$ cat src/design/pof_pkg.sv
package pof_pkg;
  // ----------------------------------------------------------------
  // register indices (byte address = index * 4)
  // ----------------------------------------------------------------
  localparam logic [7:0] IDX_KEY_IN    = 8'h08;
  localparam logic [7:0] IDX_AOUT1     = 8'h64;
  localparam logic [7:0] IDX_AOUT4     = 8'h67;
  localparam logic [7:0] IDX_KEY_OUT   = 8'h70;
  localparam logic [7:0] IDX_ALARM1    = 8'h76;
  localparam logic [7:0] IDX_ALARM4    = 8'h79;
  localparam logic [7:0] IDX_OP_MSG    = 8'h7a;
  localparam logic [7:0] IDX_TIMEOUT   = 8'h7b;
  localparam logic [7:0] IDX_MACRO_LO  = 8'h7c;
  localparam logic [7:0] IDX_MACRO_HI  = 8'h83;
  localparam logic [7:0] IDX_SETUP     = 8'hd0;
  localparam logic [7:0] IDX_IRQ_STAT  = 8'hd1;
  localparam logic [7:0] IDX_IRQ_EN    = 8'hd2;
  localparam logic [7:0] IDX_IRQ_CLR   = 8'hd3;
  localparam logic [7:0] IDX_SEND_STAT = 8'hd4;

  // ----------------------------------------------------------------
  // fields, reset values, codes
  // ----------------------------------------------------------------
  localparam int          SETUP_ALARM_EN = 0;
  localparam int          SETUP_ALARM_SRC = 1;
  localparam int          SETUP_OP_EN    = 2;
  localparam int          IRQ_TIMEOUT    = 0;
  localparam int          IRQ_KEY        = 1;
  localparam int          IRQ_REPLY      = 2;
  localparam logic [15:0] TIMEOUT_RST    = 16'h003c;
  localparam logic [15:0] TIMEOUT_MIN    = 16'h0002;
  localparam logic [15:0] TIMEOUT_MAX    = 16'h7fff;
  localparam logic [15:0] STAT_TIMEOUT   = 16'hc022;
  localparam logic [15:0] STAT_OK        = 16'h0000;
  localparam logic [1:0]  RESP_OKAY      = 2'h0;
  localparam logic [1:0]  RESP_SLVERR    = 2'h2;

  // ----------------------------------------------------------------
  // timing
  // ----------------------------------------------------------------
  localparam int unsigned CLK_PERIOD_NS   = 50;
  localparam int unsigned RESP_UNIT_MS    = 500;
  localparam int unsigned RESP_UNIT_CYC   =
    RESP_UNIT_MS * 1000000 / CLK_PERIOD_NS;

  // ----------------------------------------------------------------
  // carriers
  // ----------------------------------------------------------------
  typedef struct packed {
    logic [3:0][15:0] aout;
    logic [15:0]      key_out;
    logic [3:0][15:0] alarm;
    logic [15:0]      op_msg;
    logic [15:0]      timeout;
    logic [2:0]       setup;
    logic [2:0]       irq_en;
  } pof_regs_t;

  typedef struct packed {
    logic [3:0]       alarm_show;
    logic [3:0][15:0] alarm_num;
    logic             op_show;
    logic [15:0]      op_num;
  } pof_msg_t;

  typedef struct packed {
    logic        done;
    logic        err;
    logic [15:0] code;
  } pof_send_t;

  typedef struct packed {
    logic        bit_we;
    logic [4:0]  bit_idx;
    logic        bit_val;
    logic        word_we;
    logic [1:0]  word_sel;
    logic [31:0] word_val;
  } pof_macro_t;

  typedef enum logic {SND_IDLE, SND_WAIT} pof_snd_t;
endpackage

$ cat src/design/pof_regs.sv
// Behaviour
// - each of four analog channels drives a signed value written by the plc
// - scan start loads keyboard code into key-in and key-out registers
// - effective key issued only after scan done, from key-in and key-out
// - one alarm shown per nonzero number in four alarm registers
// - writing zero into an alarm register removes its message
// - alarms shown only while setup bit 0 is one
// - setup bit 1 picks file registers or temporary storage for alarms
// - nonzero operator message number shows that message
// - zero in operator message register removes the message
// - operator message shown only while setup bit 2 is one
// - operator message raises no alarm; plc stops machine itself
// - no reply before timeout ends buffered send with status c022
// - response timeout 2 to 32767 half-seconds, default 60
// - macro bit variables mirror onto bits of first two macro words
// - 32-bit macro variables fill register pairs, last pair at 130
// - macro output registers written by controller, read-only to plc
`timescale 1ns/1ps
`default_nettype none
module pof_regs
  import pof_pkg::*;
#(
  parameter int unsigned HALF_SEC_CYCLES = RESP_UNIT_CYC
) (
  input  wire logic        clk_sys,
  input  wire logic        srst,
  input  wire logic [11:0] s_axi_awaddr,
  input  wire logic        s_axi_awvalid,
  output logic             s_axi_awready,
  input  wire logic [31:0] s_axi_wdata,
  input  wire logic [3:0]  s_axi_wstrb,
  input  wire logic        s_axi_wvalid,
  output logic             s_axi_wready,
  output logic [1:0]       s_axi_bresp,
  output logic             s_axi_bvalid,
  input  wire logic        s_axi_bready,
  input  wire logic [11:0] s_axi_araddr,
  input  wire logic        s_axi_arvalid,
  output logic             s_axi_arready,
  output logic [31:0]      s_axi_rdata,
  output logic [1:0]       s_axi_rresp,
  output logic             s_axi_rvalid,
  input  wire logic        s_axi_rready,
  input  wire logic        scan_start,
  input  wire logic        scan_done,
  input  wire logic [15:0] kbd_key_code,
  input  wire logic [3:0][15:0] alarm_tmp_num,
  input  wire pof_macro_t  macro_in,
  input  wire logic        send_start,
  input  wire logic        send_reply,
  output logic [3:0][15:0] analog_output_channel,
  output logic             key_eff_valid,
  output logic [15:0]      key_eff_code,
  output pof_msg_t         msg,
  output pof_send_t        buffered_send_command,
  output logic             irq
);

  // ----------------------------------------------------------------
  // helpers
  // ----------------------------------------------------------------
  function automatic logic [15:0] merge16(input logic [15:0] old,
                                          input logic [31:0] d,
                                          input logic [3:0]  s);
    merge16 = old;
    if (s[0]) merge16[7:0] = d[7:0];
    if (s[1]) merge16[15:8] = d[15:8];
  endfunction

  function automatic logic [15:0] clamp_to(input logic [15:0] v);
    if (v < TIMEOUT_MIN)      clamp_to = TIMEOUT_MIN;
    else if (v > TIMEOUT_MAX) clamp_to = TIMEOUT_MAX;
    else                      clamp_to = v;
  endfunction

  // ----------------------------------------------------------------
  // state
  // ----------------------------------------------------------------
  pof_regs_t         regs_reg, regs_next;
  logic [15:0]       key_in_reg, key_in_next;
  logic [15:0]       macro_reg [8];
  logic [15:0]       macro_next [8];
  logic [2:0]        stat_reg, stat_next;
  logic              aw_full_reg, aw_full_next;
  logic [7:0]        aw_idx_reg, aw_idx_next;
  logic              w_full_reg, w_full_next;
  logic [31:0]       w_data_reg, w_data_next;
  logic [3:0]        w_strb_reg, w_strb_next;
  logic              bvalid_reg, bvalid_next;
  logic [1:0]        bresp_reg, bresp_next;
  logic              rvalid_reg, rvalid_next;
  logic [31:0]       rdata_reg, rdata_next;
  logic [1:0]        rresp_reg, rresp_next;
  pof_msg_t          msg_reg, msg_next;
  logic              kv_reg, kv_next;
  logic [15:0]       kc_reg, kc_next;
  pof_snd_t          snd_reg, snd_next;
  logic [31:0]       pre_reg, pre_next;
  logic [15:0]       units_reg, units_next;
  pof_send_t         send_reg, send_next;
  logic              irq_reg, irq_next;

  logic              wr_go;
  logic [7:0]        ar_idx;
  logic              ev_timeout, ev_reply;

  assign wr_go  = aw_full_reg && w_full_reg && !bvalid_reg;
  assign ar_idx = s_axi_araddr[9:2];

  // ----------------------------------------------------------------
  // axi handshake
  // ----------------------------------------------------------------
  always_comb begin
    aw_full_next = aw_full_reg;
    aw_idx_next  = aw_idx_reg;
    w_full_next  = w_full_reg;
    w_data_next  = w_data_reg;
    w_strb_next  = w_strb_reg;
    bvalid_next  = bvalid_reg;
    bresp_next   = bresp_reg;
    if (s_axi_awvalid && !aw_full_reg) begin
      aw_full_next = 1'b1;
      aw_idx_next  = s_axi_awaddr[9:2];
    end
    if (s_axi_wvalid && !w_full_reg) begin
      w_full_next = 1'b1;
      w_data_next = s_axi_wdata;
      w_strb_next = s_axi_wstrb;
    end
    if (wr_go) begin
      aw_full_next = 1'b0;
      w_full_next  = 1'b0;
      bvalid_next  = 1'b1;
      bresp_next   = RESP_OKAY;
      if (!(aw_idx_reg inside {[IDX_AOUT1:IDX_AOUT4], IDX_KEY_OUT,
            [IDX_ALARM1:IDX_TIMEOUT], [IDX_MACRO_LO:IDX_MACRO_HI],
            [IDX_SETUP:IDX_SEND_STAT], IDX_KEY_IN}))
        bresp_next = RESP_SLVERR;
    end else if (bvalid_reg && s_axi_bready) begin
      bvalid_next = 1'b0;
    end
  end

  // ----------------------------------------------------------------
  // register file writes
  // ----------------------------------------------------------------
  always_comb begin
    logic [1:0] k;
    logic [2:0] m;
    k           = 2'h0;
    m           = 3'h0;
    regs_next   = regs_reg;
    key_in_next = key_in_reg;
    for (int i = 0; i < 8; i++) macro_next[i] = macro_reg[i];
    stat_next   = stat_reg;
    if (wr_go) begin
      if (aw_idx_reg inside {[IDX_AOUT1:IDX_AOUT4]}) begin
        k = 2'(aw_idx_reg - IDX_AOUT1);
        regs_next.aout[k] = merge16(regs_reg.aout[k], w_data_reg,
                                    w_strb_reg);
      end
      if (aw_idx_reg inside {[IDX_ALARM1:IDX_ALARM4]}) begin
        k = 2'(aw_idx_reg - IDX_ALARM1);
        regs_next.alarm[k] = merge16(regs_reg.alarm[k], w_data_reg,
                                     w_strb_reg);
      end
      case (aw_idx_reg)
        IDX_KEY_OUT: regs_next.key_out =
          merge16(regs_reg.key_out, w_data_reg, w_strb_reg);
        IDX_OP_MSG:  regs_next.op_msg =
          merge16(regs_reg.op_msg, w_data_reg, w_strb_reg);
        IDX_TIMEOUT: regs_next.timeout = clamp_to(
          merge16(regs_reg.timeout, w_data_reg, w_strb_reg));
        IDX_SETUP:   if (w_strb_reg[0]) regs_next.setup = w_data_reg[2:0];
        IDX_IRQ_EN:  if (w_strb_reg[0]) regs_next.irq_en = w_data_reg[2:0];
        IDX_IRQ_CLR: if (w_strb_reg[0])
          stat_next = stat_reg & ~w_data_reg[2:0];
        default: ;
      endcase
      // macro words and key-in ignore plc writes
    end
    // scan start overrides a same-cycle plc write of key-out
    if (scan_start) begin
      key_in_next      = kbd_key_code;
      regs_next.key_out = kbd_key_code;
    end
    // controller side of the macro words
    if (macro_in.bit_we) begin
      m = {2'h0, macro_in.bit_idx[4]};
      macro_next[m][macro_in.bit_idx[3:0]] = macro_in.bit_val;
    end
    if (macro_in.word_we) begin
      m = {macro_in.word_sel, 1'b0};
      macro_next[m]        = macro_in.word_val[15:0];
      macro_next[m + 3'h1] = macro_in.word_val[31:16];
    end
    // events set over a same-cycle clear
    if (ev_timeout) stat_next[IRQ_TIMEOUT] = 1'b1;
    if (ev_reply)   stat_next[IRQ_REPLY]   = 1'b1;
    if (scan_done)  stat_next[IRQ_KEY]     = 1'b1;
  end

  // ----------------------------------------------------------------
  // read path
  // ----------------------------------------------------------------
  always_comb begin
    logic [15:0] v;
    v           = 16'h0000;
    rvalid_next = rvalid_reg;
    rdata_next  = rdata_reg;
    rresp_next  = rresp_reg;
    if (s_axi_arvalid && !rvalid_reg) begin
      rresp_next = RESP_OKAY;
      if (ar_idx inside {[IDX_AOUT1:IDX_AOUT4]})
        v = regs_reg.aout[2'(ar_idx - IDX_AOUT1)];
      else if (ar_idx inside {[IDX_ALARM1:IDX_ALARM4]})
        v = regs_reg.alarm[2'(ar_idx - IDX_ALARM1)];
      else if (ar_idx inside {[IDX_MACRO_LO:IDX_MACRO_HI]})
        v = macro_reg[3'(ar_idx - IDX_MACRO_LO)];
      else begin
        case (ar_idx)
          IDX_KEY_IN:    v = key_in_reg;
          IDX_KEY_OUT:   v = regs_reg.key_out;
          IDX_OP_MSG:    v = regs_reg.op_msg;
          IDX_TIMEOUT:   v = regs_reg.timeout;
          IDX_SETUP:     v = {13'h0000, regs_reg.setup};
          IDX_IRQ_STAT:  v = {13'h0000, stat_reg};
          IDX_IRQ_EN:    v = {13'h0000, regs_reg.irq_en};
          IDX_IRQ_CLR:   v = 16'h0000;
          IDX_SEND_STAT: v = send_reg.code;
          default:       rresp_next = RESP_SLVERR;
        endcase
      end
      rvalid_next = 1'b1;
      rdata_next  = {16'h0000, v};
    end else if (rvalid_reg && s_axi_rready) begin
      rvalid_next = 1'b0;
    end
  end

  // ----------------------------------------------------------------
  // key hand-off, messages, interrupt
  // ----------------------------------------------------------------
  always_comb begin
    // plc copy wins; equal copies give the keyboard code
    kv_next = scan_done;
    kc_next = kc_reg;
    if (scan_done)
      kc_next = (regs_reg.key_out != key_in_reg) ?
                regs_reg.key_out : key_in_reg;
    for (int i = 0; i < 4; i++) begin
      msg_next.alarm_num[i] = regs_reg.setup[SETUP_ALARM_SRC] ?
        alarm_tmp_num[i] : regs_reg.alarm[i];
      msg_next.alarm_show[i] = regs_reg.setup[SETUP_ALARM_EN] &&
        (msg_next.alarm_num[i] != 16'h0000);
    end
    msg_next.op_num  = regs_reg.op_msg;
    // display only; never feeds irq or any stop path
    msg_next.op_show = regs_reg.setup[SETUP_OP_EN] &&
      (regs_reg.op_msg != 16'h0000);
    irq_next = |(stat_reg & regs_reg.irq_en);
  end

  // ----------------------------------------------------------------
  // response monitor for procedural sends
  // ----------------------------------------------------------------
  always_comb begin
    snd_next   = snd_reg;
    pre_next   = pre_reg;
    units_next = units_reg;
    send_next  = send_reg;
    send_next.done = 1'b0;
    ev_timeout = 1'b0;
    ev_reply   = 1'b0;
    case (snd_reg)
      SND_IDLE: begin
        if (send_start) begin
          snd_next   = SND_WAIT;
          pre_next   = 32'h0;
          units_next = regs_reg.timeout;
        end
      end
      SND_WAIT: begin
        // reply wins over a timeout in the same cycle
        if (send_reply) begin
          snd_next       = SND_IDLE;
          ev_reply       = 1'b1;
          send_next.done = 1'b1;
          send_next.err  = 1'b0;
          send_next.code = STAT_OK;
        end else if (pre_reg == 32'(HALF_SEC_CYCLES - 1)) begin
          pre_next   = 32'h0;
          units_next = units_reg - 16'h0001;
          if (units_reg == 16'h0001) begin
            snd_next       = SND_IDLE;
            ev_timeout     = 1'b1;
            send_next.done = 1'b1;
            send_next.err  = 1'b1;
            send_next.code = STAT_TIMEOUT;
          end
        end else begin
          pre_next = pre_reg + 32'h1;
        end
      end
      default: snd_next = SND_IDLE;
    endcase
  end

  // ----------------------------------------------------------------
  // registers
  // ----------------------------------------------------------------
  always_ff @(posedge clk_sys) begin
    if (srst) begin
      regs_reg    <= '0;
      regs_reg.timeout <= TIMEOUT_RST;
      key_in_reg  <= 16'h0000;
      for (int i = 0; i < 8; i++) macro_reg[i] <= 16'h0000;
      stat_reg    <= 3'h0;
      aw_full_reg <= 1'b0;
      aw_idx_reg  <= 8'h00;
      w_full_reg  <= 1'b0;
      w_data_reg  <= 32'h0;
      w_strb_reg  <= 4'h0;
      bvalid_reg  <= 1'b0;
      bresp_reg   <= RESP_OKAY;
      rvalid_reg  <= 1'b0;
      rdata_reg   <= 32'h0;
      rresp_reg   <= RESP_OKAY;
      msg_reg     <= '0;
      kv_reg      <= 1'b0;
      kc_reg      <= 16'h0000;
      snd_reg     <= SND_IDLE;
      pre_reg     <= 32'h0;
      units_reg   <= 16'h0000;
      send_reg    <= '0;
      irq_reg     <= 1'b0;
    end else begin
      regs_reg    <= regs_next;
      key_in_reg  <= key_in_next;
      for (int i = 0; i < 8; i++) macro_reg[i] <= macro_next[i];
      stat_reg    <= stat_next;
      aw_full_reg <= aw_full_next;
      aw_idx_reg  <= aw_idx_next;
      w_full_reg  <= w_full_next;
      w_data_reg  <= w_data_next;
      w_strb_reg  <= w_strb_next;
      bvalid_reg  <= bvalid_next;
      bresp_reg   <= bresp_next;
      rvalid_reg  <= rvalid_next;
      rdata_reg   <= rdata_next;
      rresp_reg   <= rresp_next;
      msg_reg     <= msg_next;
      kv_reg      <= kv_next;
      kc_reg      <= kc_next;
      snd_reg     <= snd_next;
      pre_reg     <= pre_next;
      units_reg   <= units_next;
      send_reg    <= send_next;
      irq_reg     <= irq_next;
    end
  end

  // ----------------------------------------------------------------
  // outputs
  // ----------------------------------------------------------------
  assign s_axi_awready         = !aw_full_reg;
  assign s_axi_wready          = !w_full_reg;
  assign s_axi_bvalid          = bvalid_reg;
  assign s_axi_bresp           = bresp_reg;
  assign s_axi_arready         = !rvalid_reg;
  assign s_axi_rvalid          = rvalid_reg;
  assign s_axi_rdata           = rdata_reg;
  assign s_axi_rresp           = rresp_reg;
  assign analog_output_channel = regs_reg.aout;
  assign key_eff_valid         = kv_reg;
  assign key_eff_code          = kc_reg;
  assign msg                   = msg_reg;
  assign buffered_send_command = send_reg;
  assign irq                   = irq_reg;

endmodule // pof_regs
`default_nettype wire

$ cat config.mk
export PLATFORM = sky130hd
export DESIGN_NAME = pof_regs
export DESIGN_NICKNAME = d
export VERILOG_FILES = /design/src/design/pof_pkg.sv /design/src/design/pof_regs.sv
export SDC_FILE = /design/constraint.sdc
export NUM_CORES = 1
export LEC_CHECK = 0
export BUFFER_PORTS_ARGS = -buffer_cell sky130_fd_sc_hd__buf_2
export CORE_UTILIZATION = 35
export CTS_BUF_LIST = sky130_fd_sc_hd__clkbuf_8
export CTS_CLUSTER_SIZE = 24
export DETAILED_ROUTE_END_ITERATION = 10
export SLEW_MARGIN = 20
export SYNTH_ARGS = -nofsm -noshare
export SYNTH_HDL_FRONTEND = slang
export SYNTH_SLANG_ARGS = --single-unit
$ cat constraint.sdc
create_clock -name clk_sys -period 3.47 [get_ports clk_sys]
set_clock_uncertainty 0.05 [all_clocks]
set_input_delay 0.694 -clock clk_sys [delete_from_list [all_inputs] [get_ports clk_sys]]
set_output_delay 0.694 -clock clk_sys [all_outputs]
set_load 0.02 [all_outputs]
Word level (Yosys, flattened, before mapping)
Memory sizes are Yosys's and may differ from the RTL's.
Index checks and enable logic that the tools add are counted.
{"block": "totals", "ff_bits": 421, "inputBits": 193, "ramBits": 128, "mem_count": 1, "wordCells": 312}
{"name": "macro_reg", "depth": 8, "word_bits": 16, "rd": 9, "rd_clocked_by_memory_dff": 0, "wr": 8, "line": "pof_regs.sv:81", "source": "logic [15:0] macro_reg [8];"}
{"block": "classes", "eq_ne": 22, "bitwise": 15, "n_mux": 118, "n_reduce_logical": 72, "magnitude_cmp": 31, "n_addsub": 8}
{"op": "two-way mux 16 bit", "n": 34}
{"op": "bitwise mux 128 bit", "n": 3}
{"op": "two-way mux 128 bit", "n": 2}
{"op": "two-way mux 8 bit", "n": 22}
{"op": "demux 16 bit (select 3 bit)", "n": 3}
{"op": "binary-select mux 16 bit (select 2 bit)", "n": 4}
{"op": "bitwise mux 64 bit", "n": 2}
{"op": "one-hot mux 16 bit (8 select lines)", "n": 1}
{"op": "two-way mux 118 bit", "n": 1}
{"op": "two-way mux 32 bit", "n": 3}
{"op": "nonzero test 16 bit", "n": 5}
{"op": "demux 16 bit (select 2 bit)", "n": 2}
{"op": "== test 8 bit (second input constant)", "n": 8}
{"op": "two-way mux 64 bit", "n": 1}
{"op": "one-hot mux 32 bit (2 select lines)", "n": 1}
{"op": "two-way mux 18 bit", "n": 3}
{"op": "== test 8 x 7 -> 1 bit (second input constant)", "n": 6}
{"op": "greater-or-equal comparator 8 x 7 -> 1 bit (second input constant)", "n": 6}
{"op": "<= comparator 8 x 7 -> 1 bit (second input constant)", "n": 5}
{"op": "nonzero test 2 bit", "n": 17}
{"op": "AND reduction 3 bit", "n": 11}
{"op": "adder 32 x 1 -> 32 bit (second input constant)", "n": 1}
{"op": "== test 32 x 24 -> 1 bit (second input constant)", "n": 1}
{"op": "one-hot mux 16 bit (2 select lines)", "n": 1}
{"op": "other kinds (38)", "n": 123}

Logic depth before layout (Yosys ltp)
Gate-level depths: netlist of run 1.
{"block": "depth", "ltp_word": 12, "depth_mapped": 9, "ltp_nobuf": 7}

Worst setup path after synthesis of run 1
No wires, ideal clock.
{"block": "synth_timing", "kind": "input-to-reg", "from": "input port s_axi_araddr[3]", "to": "register rdata_reg[15], in the netlist s_axi_rdata[15]", "cell_stages": 7, "path_buffers": 3, "setup_slack_ps": 1101, "arrival_time_ps": 2199, "cell_sequence": "buf_2 > buf_4 > buf_1 > mux4_2 > a21oi_1 > nand2_1 > o31a_1"}
{"block": "synth_via", "elab_chain_cells": 5, "elab_cells_between_ends": 29}
{"element": "start, declared", "line": "pof_regs.sv:37", "source": "input wire logic [11:0] s_axi_araddr,"}
{"element": "subtractor 3 bit, or another cell as far along", "line": "pof_regs.sv:219", "source": "v = macro_reg[3'(ar_idx - IDX_MACRO_LO)];"}
{"element": "memory read (8 x 16 bit), or another cell as far along"}
{"element": "two-way mux 16 bit (on tied branches)", "line": "pof_regs.sv:218, pof_regs.sv:217"}
{"element": "two-way mux 16 bit", "line": "pof_regs.sv:216", "source": "else if (ar_idx inside {[IDX_ALARM1:IDX_ALARM4]})"}
{"element": "two-way mux 16 bit (*)", "line": "pof_regs.sv:214", "source": "if (ar_idx inside {[IDX_AOUT1:IDX_AOUT4]})"}
{"element": "end signal, assigned", "line": "pof_regs.sv:350", "source": "rdata_reg <= rdata_next;"}
{"element": "end, declared", "line": "pof_regs.sv:92", "source": "logic [31:0] rdata_reg, rdata_next;"}
Mark *: on every way between the ends. The rest lies on a longest branch, timed or not. The select of a mux whose other input is x is not followed.
A chain may end at the register's enable or synchronous reset.

Worst setup path after layout of run 1
{"block": "layout_timing", "from": "register aw_idx_reg[1]", "to": "register regs_reg[18] (netlist bit)"}
{"block": "layout_via", "elab_chain_cells": 2}
{"element": "start, declared", "line": "pof_regs.sv:85", "source": "logic [7:0] aw_idx_reg, aw_idx_next;"}
{"element": "start signal, assigned", "line": "pof_regs.sv:343", "source": "aw_idx_reg <= aw_idx_next;"}
{"element": "== test 8 x 7 -> 1 bit", "line": "pof_regs.sv:167", "source": "case (aw_idx_reg)"}
{"element": "AND reduction 2 bit (no line)"}
{"element": "end signal, assigned", "line": "pof_regs.sv:338", "source": "regs_reg <= regs_next;"}
{"element": "end, declared", "line": "pof_regs.sv:79", "source": "pof_regs_t regs_reg, regs_next;"}
Every way passes these cells.

==> results of run 1 <==
[metrics by stage]
step | hold slack (ns) | power, mW | area, sq um | instances | worst slack (ns)
global placement | 0.3885 | 7.663 | 26970 | 3802 | 0.6687
CTS | 0.05246 | 13.96 | 29020 | 3974 | 1.006
detailed placement | 0.3954 | 7.671 | 26970 | 3802 | 0.6586
floorplan | 0.3831 | 7.207 | 25020 | 2743 | 1.101
finish | 0.1061 | 13.83 | 29030 | 3979 | 0.9933
global route | 0.07641 | 14.34 | 29030 | 3978 | 0.8830
[final cells by class]
type | instances | area, sq um
fill | 7054 | 41240
multi-input combinational | 1891 | 12740
sequential | 531 | 10640
timing repair buffer | 421 | 2345
clock buffer | 128 | 1762
tap | 940 | 1176
clock inverter | 44 | 286.5
inverter | 19 | 71.32
antenna | 5 | 12.51
[per-layer routing]
layer  track usage (%)  routed length (microns)  vias to the layer above  share of wire [%]
met5                 0                      121                        -               0.14
met1             32.28                    38690                    10370                 43
met4             9.644                     3092                       18                3.5
li1                  -                        -                    10190                  -
met3             6.009                     7517                      190                8.4
met2             36.47                    39810                      914                 45
[cell families after synthesis]
| family | count (synthesis) | share of synthesized area, % |
|---|---|---|
| other | 1 | 0.01506 |
| AOI/OAI and AO/OA | 516 | 13.87 |
| xor gates and xnor gates | 25 | 0.8791 |
| muxes | 307 | 17.16 |
| DFF | 531 | 42.68 |
| adders and majority gates | 3 | 0.1507 |
| and+or+nand+nor | 1010 | 18.54 |
| buffers and inverters | 321 | 6.706 |
[worst max path at each step]
| stage | to | start | slack (ns) | cells after the start |
|---|---|---|---|---|
| 2_1_floorplan | s_axi_rdata[15] | s_axi_araddr[3] | 1.10 | 7 |
| 3_3_place_gp | s_axi_rdata[15] | s_axi_araddr[2] | 0.67 | 7 |
| 3_5_place_dp | s_axi_rdata[15] | s_axi_araddr[2] | 0.66 | 7 |
| 4_1_cts | regs_reg[18] | aw_idx_reg[1] | 1.01 | 5 |
| 5_1_grt | regs_reg[18] | aw_idx_reg[1] | 0.88 | 5 |
| 6_report | regs_reg[18] | aw_idx_reg[1] | 0.99 | 5 |
[cell usage in the layout, fill, tap and decap left out, types with 7 or more instances in the layout]
cell | Yosys | layout
a221o_1 | 7 | 7
o31ai_1 | 13 | 13
a211oi_1 | 142 | 142
nand4_1 | 18 | 18
nand2_1 | 341 | 341
a311oi_1 | 12 | 12
nor2_1 | 403 | 396
buf_2 | 44 | 359
xnor2_1 | 18 | 18
o22ai_1 | 14 | 14
nand4b_1 | 7 | 7
nor3b_1 | 8 | 8
o2bb2ai_1 | 7 | 7
conb_1 | 1 | 30
clkbuf_8 | 0 | 128
nand2b_1 | 15 | 15
a22oi_1 | 11 | 11
and3_1 | 12 | 12
mux4_2 | 96 | 96
or3_1 | 9 | 9
xor2_1 | 7 | 7
mux2i_1 | 210 | 210
nor4_1 | 57 | 57
o21ai_0 | 40 | 40
inv_1 | 17 | 39
nor2_2 | 1 | 8
dfxtp_1 | 531 | 526
a31oi_1 | 11 | 11
and4_1 | 12 | 12
nor2b_1 | 32 | 32
o221a_2 | 8 | 8
a222oi_1 | 11 | 11
a21oi_1 | 182 | 182
nand3_1 | 26 | 26
nor3_1 | 25 | 25
buf_4 | 109 | 55
clkinv_2 | 0 | 13
[power by group through the flow]
stage	registers, mW	clock network (mW)	logic (mW)
after global placement	6.50	0	1.16
after global routing	6.38	6.69	1.27
after detailed placement	6.50	0	1.17
after CTS	6.37	6.41	1.17
after floorplan	6.46	0	0.743
final	6.38	6.28	1.18
==> summary.md, run 1 <==
| Metric | Value |
|---|---|
| Port-buffer cells | `between 300 and 400` |
| Total setup buffers inserted after CTS | `0` |
| Worst hold path cell count | `2` |
| Worst Max-Slew Pin Slew | `0.9570 ns` |
| Ys async rst share | `0%` |
| Worst setup EP type | `flip-flop` |
| Worst-Skew Late Latency | `0.73 ns` |
| Crit path DAT | `3.07 ns` |
| Worst path slowest cell | `or4_1` |
| Ports | `about 420` |
| Slew headroom | `a little over a third` |
| Die ar. | `roughly 72,000 sq um` |
| Maximum clock rate | `a little over 400 MHz` |
| Setup TNS | `0 ns` |
| CP peak stage delay | `approximately 0.8 ns` |
| Worst Hold End | `s_axi_rvalid` |
| Clock Path Buffers | `3` |
| Synth Instances | `about 2,700` |
| WL final | `around 90,000 microns` |
| Tot GR Track Use | `23.94%` |
| Clock power share | `approximately 45%` |
| TritonRoute pass-1 iters | `5` |
| R2R setup slack | `0.99 ns` |
| Share of layout cells above drive strength 1 | `between 20% and 30%` |
| Initial drt markers | `between 1,500 and 2,000` |
| Internal power | `about 10 mW` |
| CP max FO | `35` |
| Crit path buf inv count | `1` |
| Crit path cell chain | `buf_12 -> nand2_1 -> or4_1 -> or3_1 -> a21oi_1` |
| Top-area cell type share of the netlist area | `between 40 and 50%` |
| # setup viols final | `0` |
| Synth area leader | `dfxtp_1` |
| Crit Path Class | `reg2reg` |
| Chip height | `between 200 and 300 microns` |
| NetSw | `around 3.7 mW` |
| Number of nets in the layout | `3,155` |
| Final hold vios | `0` |
| Hold-fix buffers at CTS | `0` |
| Hpwl dp | `approximately 65,000 microns` |
| Global-route wire length before repair | `129,300 microns` |
| Die X | `~270 microns` |
| Worst reg2reg endpoint | `regs_reg[18]` |
| Layout area overhead | `16.56%` |
| Post-synth top cells | `531 x dfxtp_1, 403 x nor2_1, 341 x nand2_1` |
| Worst R2R Path Depth | `5` |
| Cell variety after synth | `85` |
| Vias per inst | `approximately 5.4` |
| Sw Share | `a little over a quarter` |
| Unrepaired setup endpoints after global routing | `no` |
| GRT Residual Overflow | `0` |
| Fin. max-slew vios | `0` |
| H-tree Lvls | `3` |
| Leakage dissipation | `approximately 11 nW` |
| Final Util | `between 40% and 50%` |
| Clk sinks | `~530` |
| Hold crit path type | `in2reg` |
| #FFs+latches synth | `about 530` |
| Post-CTS Resized | `0` |
| Top cells by area, synth | `dfxtp_1 43%, mux4_2 8.7%, mux2i_1 8.4%` |
| Clock Root Buffer | `clkbuf_8` |
| Worst VDD drop | `between 0.2 and 0.25 mV` |
| Most frequent cell after synthesis | `dfxtp_1` |
| Number of synthesized flops with an enable pin | `0` |
| Residual DRC | `0` |
| Antenna violations before repair | `17` |
| # Max-Cap Violations | `0` |
| DR vias | `21,680` |
| Largest net degree at the start of global routing | `~190` |
| Tcrit/Tclk final | `between 70% and 80%` |
| Mean Syn Cell Area | `9.177 sq um` |
| Vias in the first global route | `between 15,000 and 20,000` |
| Post-route ant nets | `0` |
| Reg2reg start | `aw_idx_reg[1]` |
| Post-synth top flop | `dfxtp_1` |
| Final GP Congestion | `a little over 0.9` |
| Total CTS buffers | `95` |
| Hold Startpoint | `s_axi_rready` |
| Core area | `between 70,000 and 80,000 sq um` |
| Max reg flops | `between 100 and 150` |
| Post-Syn Area | `between 20,000 and 25,000 sq um` |
| WP data required | `between 4 and 5 ns` |
| CP delay by family, top | `simple AND/OR/NAND/NOR gates` |
| CTS tree | `done` |
| Worst-path clk slew | `~0.060 ns` |
| Combinational share of power | `~8.5%` |
| Outcome | `complete, no violations` |
| WL/cell | `about 22 microns` |
| Row count | `between 90 and 100` |
| Synth Warn # | `0` |
| Startpoint Class | `flip-flop` |
| Register area share after synthesis | `42.68%` |
| Sequential cell fraction of total power | `46.1%` |
| PwrDens | `~480 nW/um^2` |
| Period minus WS final | `2.477 ns` |
| Initial Util | `a little over a third` |
(Power assumes the default switching activity.)
==> run 2: changes to the inputs <==
ABC_AREA = 1   (was not set)
clock period = 2.3 ns   (was 3.47 ns; I/O delays follow)
==> summary.md, run 2 <==
| Metric | Value |
|---|---|
| Synth area leader | `dfxtp_1` |
| Layout area overhead | `22.29%` |
| Hold crit path type | `in2reg` |
| #FFs+latches synth | `between 500 and 600` |
| Synth Warn # | `0` |
| DR vias | `roughly 26,000` |
| PwrDens | `just under 700 nW/um^2` |
| Mean Syn Cell Area | `6.871 sq um` |
| Fin. max-slew vios | `0` |
| # Max-Cap Violations | `0` |
| Worst R2R Path Depth | `7` |
| Initial Util | `a little over a third` |
| Die ar. | `74,870 sq um` |
| Worst-path clk slew | `0.06 ns` |
| Top-area cell type share of the netlist area | `about two fifths` |
| Final hold slack | `roughly 0.029 ns` |
| Sequential cell fraction of total power | `~45%` |
| Worst hold path cell count | `3` |
| Setup TNS | `0 ns` |
| Ports | `approximately 420` |
| Total CTS buffers | `96` |
| Row count | `99` |
| Worst Max-Slew Pin Slew | `0.7491 ns` |
| CP max FO | `25` |
| WP data required | `around 2.9 ns` |
| Worst path slowest cell | `dfxtp_1` |
| Synth Instances | `around 3,800` |
| Worst reg2reg endpoint | `regs_reg[47]` |
| Unrepaired setup endpoints after global routing | `no` |
| Final GP Congestion | `between 0.9 and 1` |
| Die X | `273.6 microns` |
| Vias per inst | `5.088` |
| Clk sinks | `between 500 and 600` |
| Worst-Skew Late Latency | `between 0.7 and 0.8 ns` |
| Max reg flops | `about 130` |
| Most frequent cell after synthesis | `nand2_1` |
| Tot GR Track Use | `around 26%` |
| Core area | `~73,000 sq um` |
| Crit path buf inv count | `1` |
| Combinational share of power | `10.6%` |
| Share of layout cells above drive strength 1 | `about 17%` |
| Clock Root Buffer | `clkbuf_8` |
| R2R setup slack | `roughly 0.21 ns` |
| Worst Hold End | `key_in_reg[7]` |
| Total setup buffers inserted after CTS | `0` |
| Hold Startpoint | `kbd_key_code[7]` |
| CTS tree | `done` |
| Sw Share | `about 28%` |
| Worst setup EP type | `flip-flop` |
| Crit Path Class | `reg2reg` |
| Number of nets in the layout | `around 4,400` |
| Fill cells | `around 7,700` |
| GRT Residual Overflow | `0` |
| Most frequent CP cell | `nand2_1` |
| Pwr Total | `roughly 22 mW` |
| Crit path cell chain | `nand2_1 -> buf_4 -> o2111ai_1 -> nand2_1 -> nand2_1 -> o21ai_1 -> a21oi_1` |
| Reg2reg start | `aw_idx_reg[0]` |
| Antenna violations before repair | `5` |
| Ys async rst share | `0%` |
| Outcome | `complete, no violations` |
| Chip height | `273.6 microns` |
| Top cells by area, synth | `dfxtp_1 41%, nand2_1 9.7%, a21oi_1 8.4%` |
| Most common cell after layout, fill and taps aside | `nand2_1` |
| Global-route wire length before repair | `approximately 150,000 microns` |
| Vias in the first global route | `about 24,000` |
| Clock Path Buffers | `3` |
| Post-synth top cells | `669 x nand2_1, 531 x dfxtp_1, 431 x a21oi_1` |
| Most frequent cells in the layout | `668 x nand2_1, 530 x dfxtp_1, 456 x inv_1` |
| Port-buffer cells | `362` |
| Internal power | `approximately 16 mW` |
| Final hold vios | `0` |
| # setup viols final | `0` |
| Post-route ant nets | `0` |
| Largest net degree at the start of global routing | `86` |
| Cell variety after synth | `51` |
| TritonRoute pass-1 iters | `6` |
| Initial drt markers | `2,341` |
| WL final | `~100,000 microns` |
| Number of synthesized flops with an enable pin | `0` |
| Leakage dissipation | `~14 nW` |
| NetSw | `5.942 mW` |
| Startpoint Class | `flip-flop` |
| Maximum clock rate | `479.1 MHz` |
| WL/cell | `between 15 and 20 microns` |
| Clock power share | `between 40% and 50%` |
| Crit path DAT | `approximately 2.7 ns` |
| Register area share after synthesis | `around 40%` |
| Post-synth top flop | `dfxtp_1` |
| Tcrit/Tclk final | `about nine tenths` |
| Cell count after placement | `just under 5,000` |
| Worst VDD drop | `about 0.39 mV` |
| Hpwl dp | `between 70,000 and 80,000 microns` |
| Post-Syn Area | `roughly 26,000 sq um` |
| Final Util | `43.28%` |
| Residual DRC | `0` |
| CP peak stage delay | `between 0.4 and 0.5 ns` |
| Period minus WS final | `2.087 ns` |
| Slew headroom | `between 40% and 50%` |
| H-tree Lvls | `3` |
| Fin cells | `5,196` |
| CP delay by family, top | `simple AND/OR/NAND/NOR gates` |
run 2: cell types whose count changed after synthesis, moves of 54 or more:
cell | previous run | this run
nand2_1 | 341 | 669
mux4_2 | 96 | 0
mux2i_1 | 210 | 0
a21oi_1 | 182 | 431
a211oi_1 | 142 | 1
inv_1 | 17 | 427
nand3_1 | 26 | 226
o21ai_0 | 40 | 265
nand4_1 | 18 | 72
o21ai_1 | 1 | 107
run 2: cell type report:
type | instances | area [sq um] | area share (%)
timing repair buffer | 595 | 4093 | 12.96
clock buffer | 120 | 1652 | 5.231
clock inverter | 53 | 407.9 | 1.292
sequential | 531 | 10630 | 33.68
antenna | 3 | 7.507 | 0.02378
multi-input combinational | 2488 | 11890 | 37.66
tap | 959 | 1200 | 3.800
inverter | 447 | 1690 | 5.353
run 2: timing repair:
| action | in CTS | in global routing |
|---|---|---|
| endpoints found under the setup margin | 0 | 1 |
| gates resized for setup | 0 | 1 |
| hold endpoints to repair | 98 | 0 |
| hold buffers | 85 | 0 |
run 2: worst max path at each step:
stage	from	end	slack [ns]	cells after the start
2_1_floorplan	pre_reg[0]	pre_reg[17]	0.55	11
3_3_place_gp	s_axi_araddr[7]	s_axi_rdata[5]	-0.01	11
3_5_place_dp	s_axi_araddr[4]	s_axi_rdata[2]	-0.03	12
4_1_cts	snd_reg	pre_reg[16]	0.16	6
5_1_grt	pre_reg[1]	units_reg[8]	0.02	11
6_report	aw_idx_reg[0]	regs_reg[47]	0.21	7
run 2: power groups by stage:
stage	clock [mW]	combinational [mW]	sequential [mW]
global placement	0	2.13	9.83
floorplan	0	1.32	9.78
finish	9.62	2.29	9.64
global route	10.2	2.50	9.66
CTS	9.82	2.26	9.63
detailed placement	0	2.14	9.83
run 2: cell families (layout without fill, tap and decap cells):
kind of cell | Yosys count | in the layout | share of synthesized area (%)
and+or+nand+nor | 1482 | 1482 | 24.81
DFF | 531 | 531 | 41.17
xor gates and xnor gates | 11 | 11 | 0.3731
AOI/OAI and AO/OA | 962 | 962 | 20.20
adders and majority gates | 3 | 3 | 0.1454
buffers and inverters | 768 | 1215 | 13.29
other | 1 | 33 | 0.01452
run 2: per-layer routing:
metal | GRT usage, % | part of all wire (%)
met3 | 5.018 | 8.1
met5 | 0 | 0.035
met1 | 34.00 | 43
met4 | 9.556 | 3.6
met2 | 41.23 | 45
run 2: metrics by stage:
step | instance area (sq um) | worst slack [ns]
2_1_floorplan | 25930 | 0.5494
3_3_place_gp | 28650 | -0.01050
3_5_place_dp | 28650 | -0.02666
4_1_cts | 31560 | 0.1586
5_1_grt | 31570 | 0.02136
6_report | 31580 | 0.2127
run 2: worst min-delay path, stage by stage:
cell and delay (ns):
buf_2 0.12, nand2_1 0.09, a21oi_1 0.07
